**config.mk**
```make
export PLATFORM = sky130hd
export DESIGN_NAME = pfr_fault_unit
export DESIGN_NICKNAME = d
export VERILOG_FILES = /design/src/shared/pfr_pkg.sv /design/src/logic/pfr_fault_unit.sv
export SDC_FILE = /design/constraint.sdc
export NUM_CORES = 1
export LEC_CHECK = 0
export ABC_AREA = 1
export BUFFER_PORTS_ARGS = -buffer_cell sky130_fd_sc_hd__buf_2
export CAP_MARGIN = 20
export CORE_AREA = 2 2 232 234
export CTS_CLUSTER_SIZE = 30
export DETAILED_ROUTE_END_ITERATION = 12
export DIE_AREA = 0 0 234 236
export PLACE_DENSITY = 0.63
export SKIP_CTS_REPAIR_TIMING = 1
export SLEW_MARGIN = 10
export SYNTH_ARGS = -nofsm -noshare
export SYNTH_HDL_FRONTEND = slang
export SYNTH_SLANG_ARGS = --single-unit
export TNS_END_PERCENT = 5
```
**constraint.sdc**
```tcl
create_clock -name pclk -period 1.65 [get_ports pclk]
set_input_delay 0.33 -clock pclk [delete_from_list [all_inputs] [get_ports pclk]]
set_output_delay 0.33 -clock pclk [all_outputs]
set_load 0.005 [all_outputs]
```
**src/shared/pfr_pkg.sv**
```systemverilog
// package for the protection fault reporting block
package pfr_pkg;
  localparam logic [7:0] VEC_STACK = 8'h0c;
  localparam logic [7:0] VEC_GP = 8'h0d;
  localparam logic [7:0] VEC_PF = 8'h0e;
  localparam logic [7:0] VEC_X87 = 8'h10;
  localparam logic [31:0] ERR_ZERO = 32'h0000_0000;
  localparam int MAX_INSTR_BYTES = 15;
  // apb register byte addresses
  localparam logic [7:0] ADDR_FAULT_LO = 8'h00;
  localparam logic [7:0] ADDR_FAULT_HI = 8'h04;
  localparam logic [7:0] ADDR_CTRL = 8'h08;
  localparam logic [7:0] ADDR_STATUS = 8'h0c;
  localparam logic [7:0] ADDR_X87_IP_LO = 8'h10;
  localparam logic [7:0] ADDR_X87_IP_HI = 8'h14;
  localparam logic [7:0] ADDR_LAST_ERR = 8'h18;
  // control register fields
  localparam int CTRL_NE = 0;
  localparam int CTRL_PSE = 1;
  localparam int CTRL_PAE = 2;
  localparam int CTRL_LONG = 3;
  localparam int CTRL_PE = 4;
  localparam int CTRL_CD = 5;
  localparam logic [31:0] CTRL_RESET = 32'h0000_0020;
  localparam logic [31:0] CTRL_MBZ = 32'hffff_ffc0;
  // x87 status / control flag positions
  localparam int X87_IE = 0;
  localparam int X87_DE = 1;
  localparam int X87_ZE = 2;
  localparam int X87_OE = 3;
  localparam int X87_UE = 4;
  localparam int X87_PE = 5;
  localparam int X87_SF = 6;

  // stack fault causes from the pipeline
  typedef struct packed {
    logic noncanon_stack;
    logic ss_not_present;
    logic stack_limit;
    logic [15:0] ss_selector;
  } pfr_stack_t;

  // general protection causes
  typedef struct packed {
    logic null_sel_load;
    logic gate_null_sel;
    logic sys_desc_in_local;
    logic busy_task;
    logic is_iret;
    logic ext_type_nonzero;
    logic noncanon_base_off;
    logic gate_not_64;
    logic gate_16;
    logic task_transfer;
    logic [15:0] selector;
    logic [4:0] instr_len;
    logic priv_instr;
    logic [1:0] current_privilege_level;
    logic seg_limit;
    logic null_seg_access;
    logic ro_seg_write;
    logic sse_unaligned;
    logic code_limit;
    logic msr_ro;
    logic msr_noncanon;
    logic msr_bad_type;
  } pfr_gp_t;

  // page fault causes
  typedef struct packed {
    logic not_present;
    logic nx_fetch;
    logic prot_fail;
    logic rsvd_bit;
    logic [63:0] lin_addr;
    logic [31:0] pf_err;
  } pfr_pf_t;

  // x87 pending state
  typedef struct packed {
    logic wait_exec;
    logic [6:0] status;
    logic [5:0] mask;
    logic [63:0] wait_ip;
    logic [63:0] last_fp_ip;
  } pfr_x87_t;

  // event to handler dispatch
  typedef struct packed {
    logic valid;
    logic [7:0] vector;
    logic err_valid;
    logic [31:0] err_code;
    logic [63:0] saved_ip;
    logic x87_stack_fault;
    logic invalid_arith_operand;
  } pfr_event_t;
endpackage

```
**src/logic/pfr_fault_unit.sv**
```systemverilog
// protection fault detection and reporting unit
`timescale 1ns/1ps
module pfr_fault_unit
(
  // clock and reset
  input wire logic pclk,
  input wire logic presetn,
  // apb slave
  input wire logic psel,
  input wire logic penable,
  input wire logic pwrite,
  input wire logic [7:0] paddr,
  input wire logic [31:0] pwdata,
  output logic [31:0] prdata,
  output logic pready,
  output logic pslverr,
  // pipeline fault conditions
  input wire logic check_valid,
  input wire logic [63:0] instr_ptr,
  input wire logic paging_enable_req,
  input wire logic not_write_through_req,
  input wire logic cache_disable_req,
  input wire logic [31:0] ctrl_write_data,
  input wire logic ctrl_write,
  input wire pfr_pkg::pfr_stack_t stack_in,
  input wire pfr_pkg::pfr_gp_t gp_in,
  input wire pfr_pkg::pfr_pf_t pf_in,
  input wire pfr_pkg::pfr_x87_t x87_in,
  // dispatch side
  output pfr_pkg::pfr_event_t fault_event
);
  logic [31:0] ctrl;
  logic [63:0] fault_address_register;
  logic [63:0] x87_last_ip;
  logic [31:0] last_err;
  logic [7:0] last_vec;
  pfr_pkg::pfr_event_t next_event;
  logic stk_hit;
  logic gp_sel_hit;
  logic gp_zero_hit;
  logic pf_hit;
  logic x87_hit;
  logic [5:0] x87_unmasked;
  logic long_mode;
  logic apb_wr;
  logic apb_rd;

  function automatic logic [31:0] sel_index(input logic [15:0] sel);
    sel_index = {16'h0000, sel[15:3], 3'b000};
  endfunction

  assign long_mode = ctrl[pfr_pkg::CTRL_LONG];
  assign apb_wr = psel && penable && pwrite;
  assign apb_rd = psel && !penable && !pwrite;

  // condition decode
  always_comb
  begin
    stk_hit = stack_in.noncanon_stack || stack_in.ss_not_present || stack_in.stack_limit;
    gp_sel_hit = gp_in.null_sel_load || gp_in.gate_null_sel || gp_in.sys_desc_in_local
      || (gp_in.busy_task && !gp_in.is_iret);
    gp_sel_hit = gp_sel_hit || (long_mode && (gp_in.ext_type_nonzero || gp_in.noncanon_base_off
      || gp_in.gate_not_64 || gp_in.gate_16 || gp_in.task_transfer));
    gp_zero_hit = (gp_in.instr_len > 5'(pfr_pkg::MAX_INSTR_BYTES))
      || (gp_in.priv_instr && gp_in.current_privilege_level != 2'b00)
      || (ctrl_write && |(ctrl_write_data & pfr_pkg::CTRL_MBZ))
      || (paging_enable_req && !ctrl[pfr_pkg::CTRL_PE])
      || (not_write_through_req && !cache_disable_req)
      || gp_in.seg_limit || gp_in.null_seg_access || gp_in.ro_seg_write
      || gp_in.sse_unaligned || gp_in.code_limit
      || gp_in.msr_ro || gp_in.msr_noncanon || gp_in.msr_bad_type;
    pf_hit = pf_in.not_present || pf_in.nx_fetch || pf_in.prot_fail
      || (pf_in.rsvd_bit && (ctrl[pfr_pkg::CTRL_PSE] || ctrl[pfr_pkg::CTRL_PAE]));
    x87_unmasked = x87_in.status[5:0] & ~x87_in.mask;
    x87_hit = ctrl[pfr_pkg::CTRL_NE] && |x87_unmasked && x87_in.wait_exec;
  end

  // one event per cycle, stack first, then protection, page, x87
  always_comb
  begin
    next_event = '0;
    next_event.saved_ip = instr_ptr;
    if (check_valid && stk_hit)
    begin
      next_event.valid = 1'b1;
      next_event.vector = pfr_pkg::VEC_STACK;
      next_event.err_valid = 1'b1;
      next_event.err_code = stack_in.ss_not_present ? sel_index(stack_in.ss_selector)
        : pfr_pkg::ERR_ZERO;
    end
    else if (check_valid && (gp_sel_hit || gp_zero_hit))
    begin
      next_event.valid = 1'b1;
      next_event.vector = pfr_pkg::VEC_GP;
      next_event.err_valid = 1'b1;
      next_event.err_code = gp_sel_hit ? sel_index(gp_in.selector) : pfr_pkg::ERR_ZERO;
    end
    else if (check_valid && pf_hit)
    begin
      next_event.valid = 1'b1;
      next_event.vector = pfr_pkg::VEC_PF;
      next_event.err_valid = 1'b1;
      next_event.err_code = pf_in.pf_err;
    end
    else if (check_valid && x87_hit)
    begin
      next_event.valid = 1'b1;
      next_event.vector = pfr_pkg::VEC_X87;
      next_event.saved_ip = x87_in.wait_ip;
      next_event.invalid_arith_operand = x87_unmasked[pfr_pkg::X87_IE] && !x87_in.status[pfr_pkg::X87_SF];
      next_event.x87_stack_fault = x87_unmasked[pfr_pkg::X87_IE] && x87_in.status[pfr_pkg::X87_SF];
    end
  end

  // event register toward dispatch
  always_ff @(posedge pclk or negedge presetn)
  begin
    if (!presetn)
      fault_event <= '0;
    else
      fault_event <= next_event;
  end

  // fault address register; fault capture wins over a bus write
  always_ff @(posedge pclk or negedge presetn)
  begin
    if (!presetn)
      fault_address_register <= 64'h0000_0000_0000_0000;
    else if (next_event.valid && next_event.vector == pfr_pkg::VEC_PF)
      fault_address_register <= long_mode ? pf_in.lin_addr : {32'h0000_0000, pf_in.lin_addr[31:0]};
    else if (apb_wr && paddr == pfr_pkg::ADDR_FAULT_LO)
      fault_address_register <= long_mode ? {fault_address_register[63:32], pwdata}
        : {32'h0000_0000, pwdata};
    else if (apb_wr && paddr == pfr_pkg::ADDR_FAULT_HI && long_mode)
      fault_address_register <= {pwdata, fault_address_register[31:0]};
  end

  // last x87 instruction pointer with any exception flag set, masked or not
  always_ff @(posedge pclk or negedge presetn)
  begin
    if (!presetn)
      x87_last_ip <= 64'h0000_0000_0000_0000;
    else if (check_valid && x87_in.status[5:0] != 6'h00)
      x87_last_ip <= x87_in.last_fp_ip;
  end

  // control register; writes with must-be-zero bits are refused
  always_ff @(posedge pclk or negedge presetn)
  begin
    if (!presetn)
      ctrl <= pfr_pkg::CTRL_RESET;
    else if (apb_wr && paddr == pfr_pkg::ADDR_CTRL && !(|(pwdata & pfr_pkg::CTRL_MBZ)))
      ctrl <= pwdata;
  end

  // last delivered vector and code
  always_ff @(posedge pclk or negedge presetn)
  begin
    if (!presetn)
    begin
      last_err <= 32'h0000_0000;
      last_vec <= 8'h00;
    end
    else if (next_event.valid)
    begin
      last_err <= next_event.err_code;
      last_vec <= next_event.vector;
    end
  end

  // apb: zero wait, data registered in setup so it stands in access
  always_ff @(posedge pclk or negedge presetn)
  begin
    if (!presetn)
    begin
      prdata <= 32'h0000_0000;
      pready <= 1'b0;
      pslverr <= 1'b0;
    end
    else
    begin
      pready <= psel && !penable;
      pslverr <= psel && !penable && !(paddr inside {pfr_pkg::ADDR_FAULT_LO, pfr_pkg::ADDR_FAULT_HI,
        pfr_pkg::ADDR_CTRL, pfr_pkg::ADDR_STATUS, pfr_pkg::ADDR_X87_IP_LO, pfr_pkg::ADDR_X87_IP_HI,
        pfr_pkg::ADDR_LAST_ERR});
      if (apb_rd)
        unique case (paddr)
          pfr_pkg::ADDR_FAULT_LO: prdata <= fault_address_register[31:0];
          pfr_pkg::ADDR_FAULT_HI: prdata <= fault_address_register[63:32];
          pfr_pkg::ADDR_CTRL: prdata <= ctrl;
          pfr_pkg::ADDR_STATUS: prdata <= {24'h00_0000, last_vec};
          pfr_pkg::ADDR_X87_IP_LO: prdata <= x87_last_ip[31:0];
          pfr_pkg::ADDR_X87_IP_HI: prdata <= x87_last_ip[63:32];
          pfr_pkg::ADDR_LAST_ERR: prdata <= last_err;
          default: prdata <= 32'h0000_0000;
        endcase
      else
        prdata <= prdata;
    end
  end

  // assertions
  property p_stack_vec;
    @(posedge pclk) disable iff (!presetn)
    (check_valid && stk_hit) |=> (fault_event.valid && fault_event.vector == 8'h0c);
  endproperty
  a_stack_vec: assert property (p_stack_vec) else $error("stack fault not on vector 12");

  property p_stack_err;
    @(posedge pclk) disable iff (!presetn)
    (check_valid && stack_in.stack_limit && !stack_in.ss_not_present) |=> fault_event.err_code == 32'h0000_0000;
  endproperty
  a_stack_err: assert property (p_stack_err) else $error("stack limit code not zero");

  property p_len;
    @(posedge pclk) disable iff (!presetn)
    (check_valid && !stk_hit && gp_in.instr_len > 5'd15 && !gp_sel_hit)
      |=> (fault_event.vector == 8'h0d && fault_event.err_code == 32'h0000_0000);
  endproperty
  a_len: assert property (p_len) else $error("long instruction not faulted");

  property p_priv;
    @(posedge pclk) disable iff (!presetn)
    (check_valid && !stk_hit && gp_in.priv_instr && gp_in.current_privilege_level != 2'b00) |=> fault_event.vector == 8'h0d;
  endproperty
  a_priv: assert property (p_priv) else $error("privileged instruction not faulted");

  property p_rsvd;
    @(posedge pclk) disable iff (!presetn)
    (check_valid && !stk_hit && !gp_sel_hit && !gp_zero_hit && pf_in.rsvd_bit && !pf_in.not_present
      && !pf_in.nx_fetch && !pf_in.prot_fail && !ctrl[pfr_pkg::CTRL_PSE] && !ctrl[pfr_pkg::CTRL_PAE])
      |=> fault_event.vector != 8'h0e;
  endproperty
  a_rsvd: assert property (p_rsvd) else $error("reserved bit fault without enables");

  property p_cr2_legacy;
    @(posedge pclk) disable iff (!presetn)
    // a mode change alone keeps the upper half; a legacy page fault capture or low-half write clears it
    (!long_mode && ((next_event.valid && next_event.vector == pfr_pkg::VEC_PF)
      || (apb_wr && paddr == pfr_pkg::ADDR_FAULT_LO))) |=> fault_address_register[63:32] == 32'h0000_0000;
  endproperty
  a_cr2_legacy: assert property (p_cr2_legacy) else $error("upper address bits kept in legacy");

  property p_ne_off;
    @(posedge pclk) disable iff (!presetn)
    !ctrl[pfr_pkg::CTRL_NE] |=> fault_event.vector != 8'h10;
  endproperty
  a_ne_off: assert property (p_ne_off) else $error("x87 fault while enable clear");

  property p_x87_noerr;
    @(posedge pclk) disable iff (!presetn)
    (fault_event.valid && fault_event.vector == 8'h10) |-> !fault_event.err_valid;
  endproperty
  a_x87_noerr: assert property (p_x87_noerr) else $error("x87 fault with error code");

  property p_mask;
    @(posedge pclk) disable iff (!presetn)
    (check_valid && x87_in.wait_exec && (x87_in.status[5:0] & ~x87_in.mask) == 6'h00) |=> fault_event.vector != 8'h10;
  endproperty
  a_mask: assert property (p_mask) else $error("masked x87 flag reported");

  c_stack: cover property (@(posedge pclk) disable iff (!presetn) fault_event.vector == 8'h0c && fault_event.valid);
  c_gp_sel: cover property (@(posedge pclk) disable iff (!presetn) fault_event.vector == 8'h0d && fault_event.err_code != 0);
  c_pf: cover property (@(posedge pclk) disable iff (!presetn) fault_event.vector == 8'h0e && fault_event.valid);
  c_x87: cover property (@(posedge pclk) disable iff (!presetn) fault_event.x87_stack_fault);
endmodule // pfr_fault_unit

```
# Yosys cells after proc, flatten, opt, wreduce, memory -nomap -nowiden
# Index checks and enable logic that the tools add are counted.
# W data, S select, Z words.
[word_totals] register_bits=342 input_bits=449 output_inout_bits=142 wordCells=116
[op_classes] magnitude_cmp=1 n_eq_ne=8 n_mux=17 bitwise=2 n_reduce_logical=72
[op_table] op="$mux W64" count=5
[op_table] op="$mux W66" count=4
[op_table] op="$pmux W32 S7" count=1
[op_table] op="$mux W42" count=2
[op_table] op="$reduce_or A26 Y1" count=2
[op_table] op="$mux W33" count=1
[op_table] op="$mux W16" count=2
[op_table] op="$logic_and A1 B1 Y1" count=27
[op_table] op="$logic_or A1 B1 Y1" count=27
[op_table] op="$eq A8 B4 Y1 const B" count=3
[op_table] op="$eq A8 B5 Y1 const B" count=3
[op_table] op="$mux W9" count=2
[op_table] op="$eq A8 B3 Y1 const B" count=1
[op_table] op="$logic_not A1 Y1" count=8
[op_table] op="$logic_not A8 Y1" count=1
[op_table] op="$reduce_bool A7 Y1" count=1
[op_table] op="$and A6 B6 Y6" count=1
[op_table] op="$not A6 Y6" count=1
[op_table] op="$reduce_bool A6 Y1" count=1
[op_table] op="$reduce_or A6 Y1" count=1
[op_table] op="$gt A5 B4 Y1 const B" count=1
[op_table] op="$reduce_bool A2 Y1" count=2
[op_table] op="$ne A3 B3 Y1 const B" count=1
[op_table] op="$reduce_bool A3 Y1" count=1
[op_table] op="$reduce_and A2 Y1" count=1

# Longest topological paths before layout
[logic_depth] word_depth=22 mapped_depth=14 ltp_nobuf=12

# Worst setup path before layout
# No wires, ideal clock.
[synth_timing] path_kind="input to register" startpoint="input gp_in[40] (netlist bit)" endpoint="register fault_address_register[24]" setup_ns=0.125 arrival_time_ns=1.567 t_required_ns=1.525 setup_slack_ns=-0.042 stages=11 n_path_buf=2 cell_sequence="or2_1 > nor2_1 > nand2_2 > nor2_4 > nand4_1 > buf_2 > nand2_1 > inv_2 > buf_2 > nand2_1 > nand3_1"
[synth_via] elab_chain_cells=11 elab_cells_between_ends=12 classes_between="eq/ne (1); mux (3); reduce/logical (8)"
[synth_rtl] element="start, declared" line_no="pfr_fault_unit.sv:26" source="input wire pfr_pkg::pfr_gp_t gp_in,"
[synth_rtl] element="$logic_or A1 B1 Y1 (*) (2 in series)" line_no="pfr_fault_unit.sv:60" source="gp_sel_hit = gp_in.null_sel_load || gp_in.gate_null_sel || gp_in.sys_desc_in_local"
[synth_rtl] element="$logic_or A1 B1 Y1 (*)" line_no="pfr_fault_unit.sv:61" source="|| (gp_in.busy_task && !gp_in.is_iret);"
[synth_rtl] element="$logic_or A1 B1 Y1 (*)" line_no="pfr_fault_unit.sv:62" source="gp_sel_hit = gp_sel_hit || (long_mode && (gp_in.ext_type_nonzero || gp_in.noncanon_base_off"
[synth_rtl] element="$logic_or A1 B1 Y1 (*)" line_no="pfr_fault_unit.sv:91" source="else if (check_valid && (gp_sel_hit || gp_zero_hit))"
[synth_rtl] element="$logic_and A1 B1 Y1 (*)" line_no="pfr_fault_unit.sv:91"
[synth_rtl] element="$mux W42 (*)" line_no="pfr_fault_unit.sv:91"
[synth_rtl] element="$mux W42 (*)" line_no="pfr_fault_unit.sv:83" source="if (check_valid && stk_hit)"
[synth_rtl] element="$eq A8 B4 Y1" line_no="pfr_fault_unit.sv:129" source="else if (next_event.valid && next_event.vector == pfr_pkg::VEC_PF)"
[synth_rtl] element="$logic_and A1 B1 Y1 (*)" line_no="pfr_fault_unit.sv:129"
[synth_rtl] element="$mux W64 / $reduce_bool A2 Y1 (equally long branches)"
[synth_rtl] element="end signal, assigned" line_no="pfr_fault_unit.sv:130" source="fault_address_register <= long_mode ? pf_in.lin_addr : {32'h0000_0000, pf_in.lin_addr[31:0]};"
[synth_rtl] element="end signal, assigned" line_no="pfr_fault_unit.sv:132" source="fault_address_register <= long_mode ? {fault_address_register[63:32], pwdata}"
[synth_rtl] element="end signal, assigned" line_no="pfr_fault_unit.sv:135" source="fault_address_register <= {pwdata, fault_address_register[31:0]};"
[synth_rtl] element="end, declared" line_no="pfr_fault_unit.sv:33" source="logic [63:0] fault_address_register;"
# Mark *: on every way between the ends. The rest lies on a longest branch, timed or not.
# A chain may end at the register's enable or synchronous reset.

# Worst setup path in the final report
[layout_timing] startpoint="register ctrl[4]" endpoint="register fault_address_register[24]"
[layout_via] elab_chain_cells=19 elab_cells_between_ends=20 classes_between="eq/ne (1); mux (3); reduce/logical (16)"
[layout_rtl] element="start, declared" line_no="pfr_fault_unit.sv:32" source="logic [31:0] ctrl;"
[layout_rtl] element="start signal, assigned" line_no="pfr_fault_unit.sv:151" source="ctrl <= pfr_pkg::CTRL_RESET;"
[layout_rtl] element="start signal, assigned" line_no="pfr_fault_unit.sv:153" source="ctrl <= pwdata;"
[layout_rtl] element="$logic_not A1 Y1 (*)" line_no="pfr_fault_unit.sv:67" source="|| (paging_enable_req && !ctrl[pfr_pkg::CTRL_PE])"
[layout_rtl] element="$logic_and A1 B1 Y1 (*)" line_no="pfr_fault_unit.sv:67"
[layout_rtl] element="$logic_or A1 B1 Y1 (*)" line_no="pfr_fault_unit.sv:67"
[layout_rtl] element="$logic_or A1 B1 Y1 (*)" line_no="pfr_fault_unit.sv:68" source="|| (not_write_through_req && !cache_disable_req)"
[layout_rtl] element="$logic_or A1 B1 Y1 (*) (3 in series)" line_no="pfr_fault_unit.sv:69" source="|| gp_in.seg_limit || gp_in.null_seg_access || gp_in.ro_seg_write"
[layout_rtl] element="$logic_or A1 B1 Y1 (*) (2 in series)" line_no="pfr_fault_unit.sv:70" source="|| gp_in.sse_unaligned || gp_in.code_limit"
[layout_rtl] element="$logic_or A1 B1 Y1 (*) (3 in series)" line_no="pfr_fault_unit.sv:71" source="|| gp_in.msr_ro || gp_in.msr_noncanon || gp_in.msr_bad_type;"
[layout_rtl] element="$logic_or A1 B1 Y1 (*)" line_no="pfr_fault_unit.sv:91"
[layout_rtl] element="$logic_and A1 B1 Y1 (*)" line_no="pfr_fault_unit.sv:91"
[layout_rtl] element="$mux W42 (*)" line_no="pfr_fault_unit.sv:91"
[layout_rtl] element="$mux W42 (*)" line_no="pfr_fault_unit.sv:83"
[layout_rtl] element="$eq A8 B4 Y1" line_no="pfr_fault_unit.sv:129"
[layout_rtl] element="$logic_and A1 B1 Y1 (*)" line_no="pfr_fault_unit.sv:129"
[layout_rtl] element="$mux W64 / $reduce_bool A2 Y1 (equally long branches)"
# Marked as above.

==> metrics.md <==
| Metric | Value |
|---|---|
| Rows | `85` |
| Deepest clock path buffer count | `3` |
| Final Hold Vio Count | `5` |
| Post-layout util | `45.2%` |
| Post-DP HPWL | `50.9 mm` |
| Post-synth EDFFs | `0` |
| Sink Count | `333` |
| Register clock-pin slew on the reported worst setup and hold paths | `0.06 ns` |
| Synthesized flop and latch total | `333` |
| Share of layout cells above drive strength 1 | `35.6%` |
| Top post-synthesis cells by area | `dfrtp_1 (54%), nand2_1 (16%), inv_1 (5.6%), nand3_1 (5.2%), nor2_1 (3.2%)` |
| Non-Filler Instances | `3497` |
| Routed wire length | `68.0 mm` |
| DR WL/cell | `19.5 um` |
| Most common cell after layout, fill and taps aside | `nand2_1` |
| Layout net count | `3206` |
| CP Launch Type | `flop` |
| Tcrit/Tclk final | `110%` |
| Final WS setup | `-0.172 ns` |
| Final Max Slew Viols | `0` |
| GR Util met3 | `4.61%` |
| Number of remaining DRC errors | `0` |
| Vias/cell | `4.61` |
| H-tree depth | `2` |
| Final ANT Viol Nets | `0` |
| Asr flop ratio synth | `100%` |
| Hold Crit Class | `in2reg` |
| Dpl ws | `-0.547 ns` |
| Initial antenna violation count | `23` |
| Minimum clock period | `1.82 ns` |
| Sequential share of the synthesized area | `53.8%` |
| Worst hold slack | `-0.0184 ns` |
| Worst path bufs/invs | `4` |
| Worst Max-Slew Pin Slew | `0.555 ns` |
| MaxCap Viol Count | `0` |
| Final setup fails | `158` |
| GRT met2 Usage | `40.0%` |
| Detailed-route via count | `16.1k` |
| Req. time, crit path | `2.14 ns` |
| Placed insts | `3245` |
| Worst path slowest cell | `dfrtp_2` |
| IO Port Bufs | `571` |
| CP top delay family | `simple AND/OR/NAND/NOR gates` |
| Vias in the first global route | `15.4k` |
| Violated checks | `hold timing, setup timing` |
| Drt pass-1 iters | `5` |
| Yosys warns | `0` |
| Worst-path cell chain | `nor2_2, nor2_2, nand3_2, nor2_4, nand3_2, nor2_4, buf_6, buf_12, clkbuf_16, buf_8, nand2_1, nand3_1` |
| Grt met1 use | `27.2%` |
| Die area | `0.0552 sq mm` |
| Cell area after synthesis | `0.0155 sq mm` |
| Synthesized netlist cell count | `1901` |
| Initial Util | `29.2%` |
| Max Freq | `549 MHz` |
| Leakage power | `13.3 nW` |
| Post-synth top area share | `53.6%` |
| Max_slew headroom | `62.6%` |
| Status | `complete, but fails checks` |
| Setup crit end kind | `flop` |
| Core footprint | `0.0531 sq mm` |
| GRT Total Usage | `23.0%` |
| Mean Syn Cell Area | `8.15 sq um` |
| Clock skew | `0.0148 ns` |
| Cts bufs inserted | `41` |
| CTS tree | `yes` |
| Critical path class | `reg2reg` |
| I/O pin cnt | `591` |
| Unrepaired setup endpoints after global routing | `yes` |
| Die height | `236 um` |
| Synth area leader | `dfrtp_1` |
| WP data arrival | `2.31 ns` |
| Crit-path max FO | `6` |
| Clk root buf | `clkbuf_16` |
| Yosys cell types | `41` |
| Max stage delay on crit path | `0.41 ns` |
| Busiest layer in global routing | `met2` |
| Skew-Pair Late Insertion Delay | `0.55 ns` |
| Area grow syn2layout | `54.7%` |
| Dominant synthesized flop cell | `dfrtp_1` |
| First-iteration detailed-routing DRC count | `1078` |
| Largest net degree at the start of global routing | `58` |
| Power per cell area | `841 mW/mm^2` |
| Die Span X | `234 um` |
| Peak VDD IR | `0.666 mV` |
| Commonest non-fill, non-tap cells in the layout | `nand2_1 (607), buf_2 (570), dfrtp_1 (331)` |
| Global-route wire length before repair | `93.9 mm` |
| RePlAce Congestion | `0.917` |
| Gr ovfl total | `0` |
-- layer usage --
layer,part of all wire [%],vias to the layer above
met2,50,708
li1,-,7662
met4,4.3,8
met1,38,7585
met3,7.1,151
met5,0.072,-
-- power by group --
group / leakage, nW / internal [W] / total [W] / switching (W)
clock: 0.681 / 0.00559 / 0.00926 / 0.00367
combinational: 8.65 / 0.00114 / 0.00222 / 0.00108
sequential: 3.99 / 0.00851 / 0.00867 / 0.000152
total: 13.3 / 0.0152 / 0.0201 / 0.00490
-- cells by family after synthesis --
family	share of synthesized area (%)
buf+inv	9.48
other cells	0.0242
mux	2.91
simple gates	27.2
flops	53.8
compound gates	6.63
-- metrics by stage --
stage / area, sq um / hold slack [ns] / total power (W) / setup TNS [ns]
2_1_floorplan: 15500 / 0.0344 / 0.00939 / -0.165
3_3_place_gp: 20400 / 0.274 / 0.0106 / -115.28
3_5_place_dp: 20400 / 0.274 / 0.0107 / -121.65
4_1_cts: 21800 / -0.328 / 0.0200 / -59.43
5_1_grt: 24000 / -0.00886 / 0.0209 / -31.73
6_report: 24000 / -0.0184 / 0.0201 / -10.25
-- synth_stat cells (3+ instances only) --
| cell type | number |
|---|---|
| nand2_1 | 641 |
| dfrtp_1 | 332 |
| inv_1 | 233 |
| nand3_1 | 160 |
| nor2_1 | 130 |
| a21oi_1 | 83 |
| buf_2 | 46 |
| o22ai_1 | 42 |
| mux2_2 | 40 |
| o21ai_0 | 34 |
| clkbuf_1 | 29 |
| nand4_1 | 20 |
| buf_4 | 18 |
| inv_2 | 16 |
| nand2_4 | 9 |
| o21ai_2 | 9 |
| nor4_1 | 8 |
| nand2_2 | 6 |
| o21ai_1 | 6 |
| a21boi_0 | 5 |
| nor3_1 | 4 |
| nand3_2 | 3 |
| nor3_4 | 3 |
-- final cells by class --
type | instances | area (sq um)
fill | 5212 | 29100
sequential | 333 | 8340
timing repair buffer | 909 | 6380
multi-input combinational | 1221 | 5990
clock buffer | 55 | 1200
inverter | 251 | 961
tap | 696 | 871
clock inverter | 18 | 189
antenna | 14 | 35.0
-- path summary, 6_finish.rpt --
path | cells after the start | from | slack [ns] | endpoint
worst max-delay path | 12 | ctrl[4]$_DFFE_PN0P_ | -0.17 | fault_address_register[24]$_DFFE_PN0P_
worst min-delay path | 3 | instr_ptr[21] | -0.02 | fault_event[23]$_DFF_PN0_
worst max register to register | 12 | ctrl[4]$_DFFE_PN0P_ | -0.17 | fault_address_register[24]$_DFFE_PN0P_
worst min register to register | 2 | prdata[21]$_DFFE_PN0P_ | 0.47 | prdata[21]$_DFFE_PN0P_
max in group asynchronous | 3 | presetn | 0.67 | fault_event[61]$_DFF_PN0_
min in group asynchronous | 2 | presetn | 0.28 | prdata[26]$_DFFE_PN0P_
-- state kept, by name, indices dropped and copies added, names as in the netlist --
register                flops
fault_address_register     64
ctrl                       32
fault_event               103
pslverr                     1
last_vec                    4
prdata                     32
last_err                   32
x87_last_ip                64
pready                      1
-- worst reg2reg max path: stages (launching register included) --
cell       delay, ns
dfrtp_2         0.41
nor2_2          0.05
nor2_2          0.09
nand3_2         0.11
nor2_4          0.14
nand3_2         0.11
nor2_4          0.15
buf_6           0.13
buf_12          0.12
clkbuf_16       0.18
buf_8           0.15
nand2_1         0.07
nand3_1         0.08
Power figures use the tool's default switching activity.
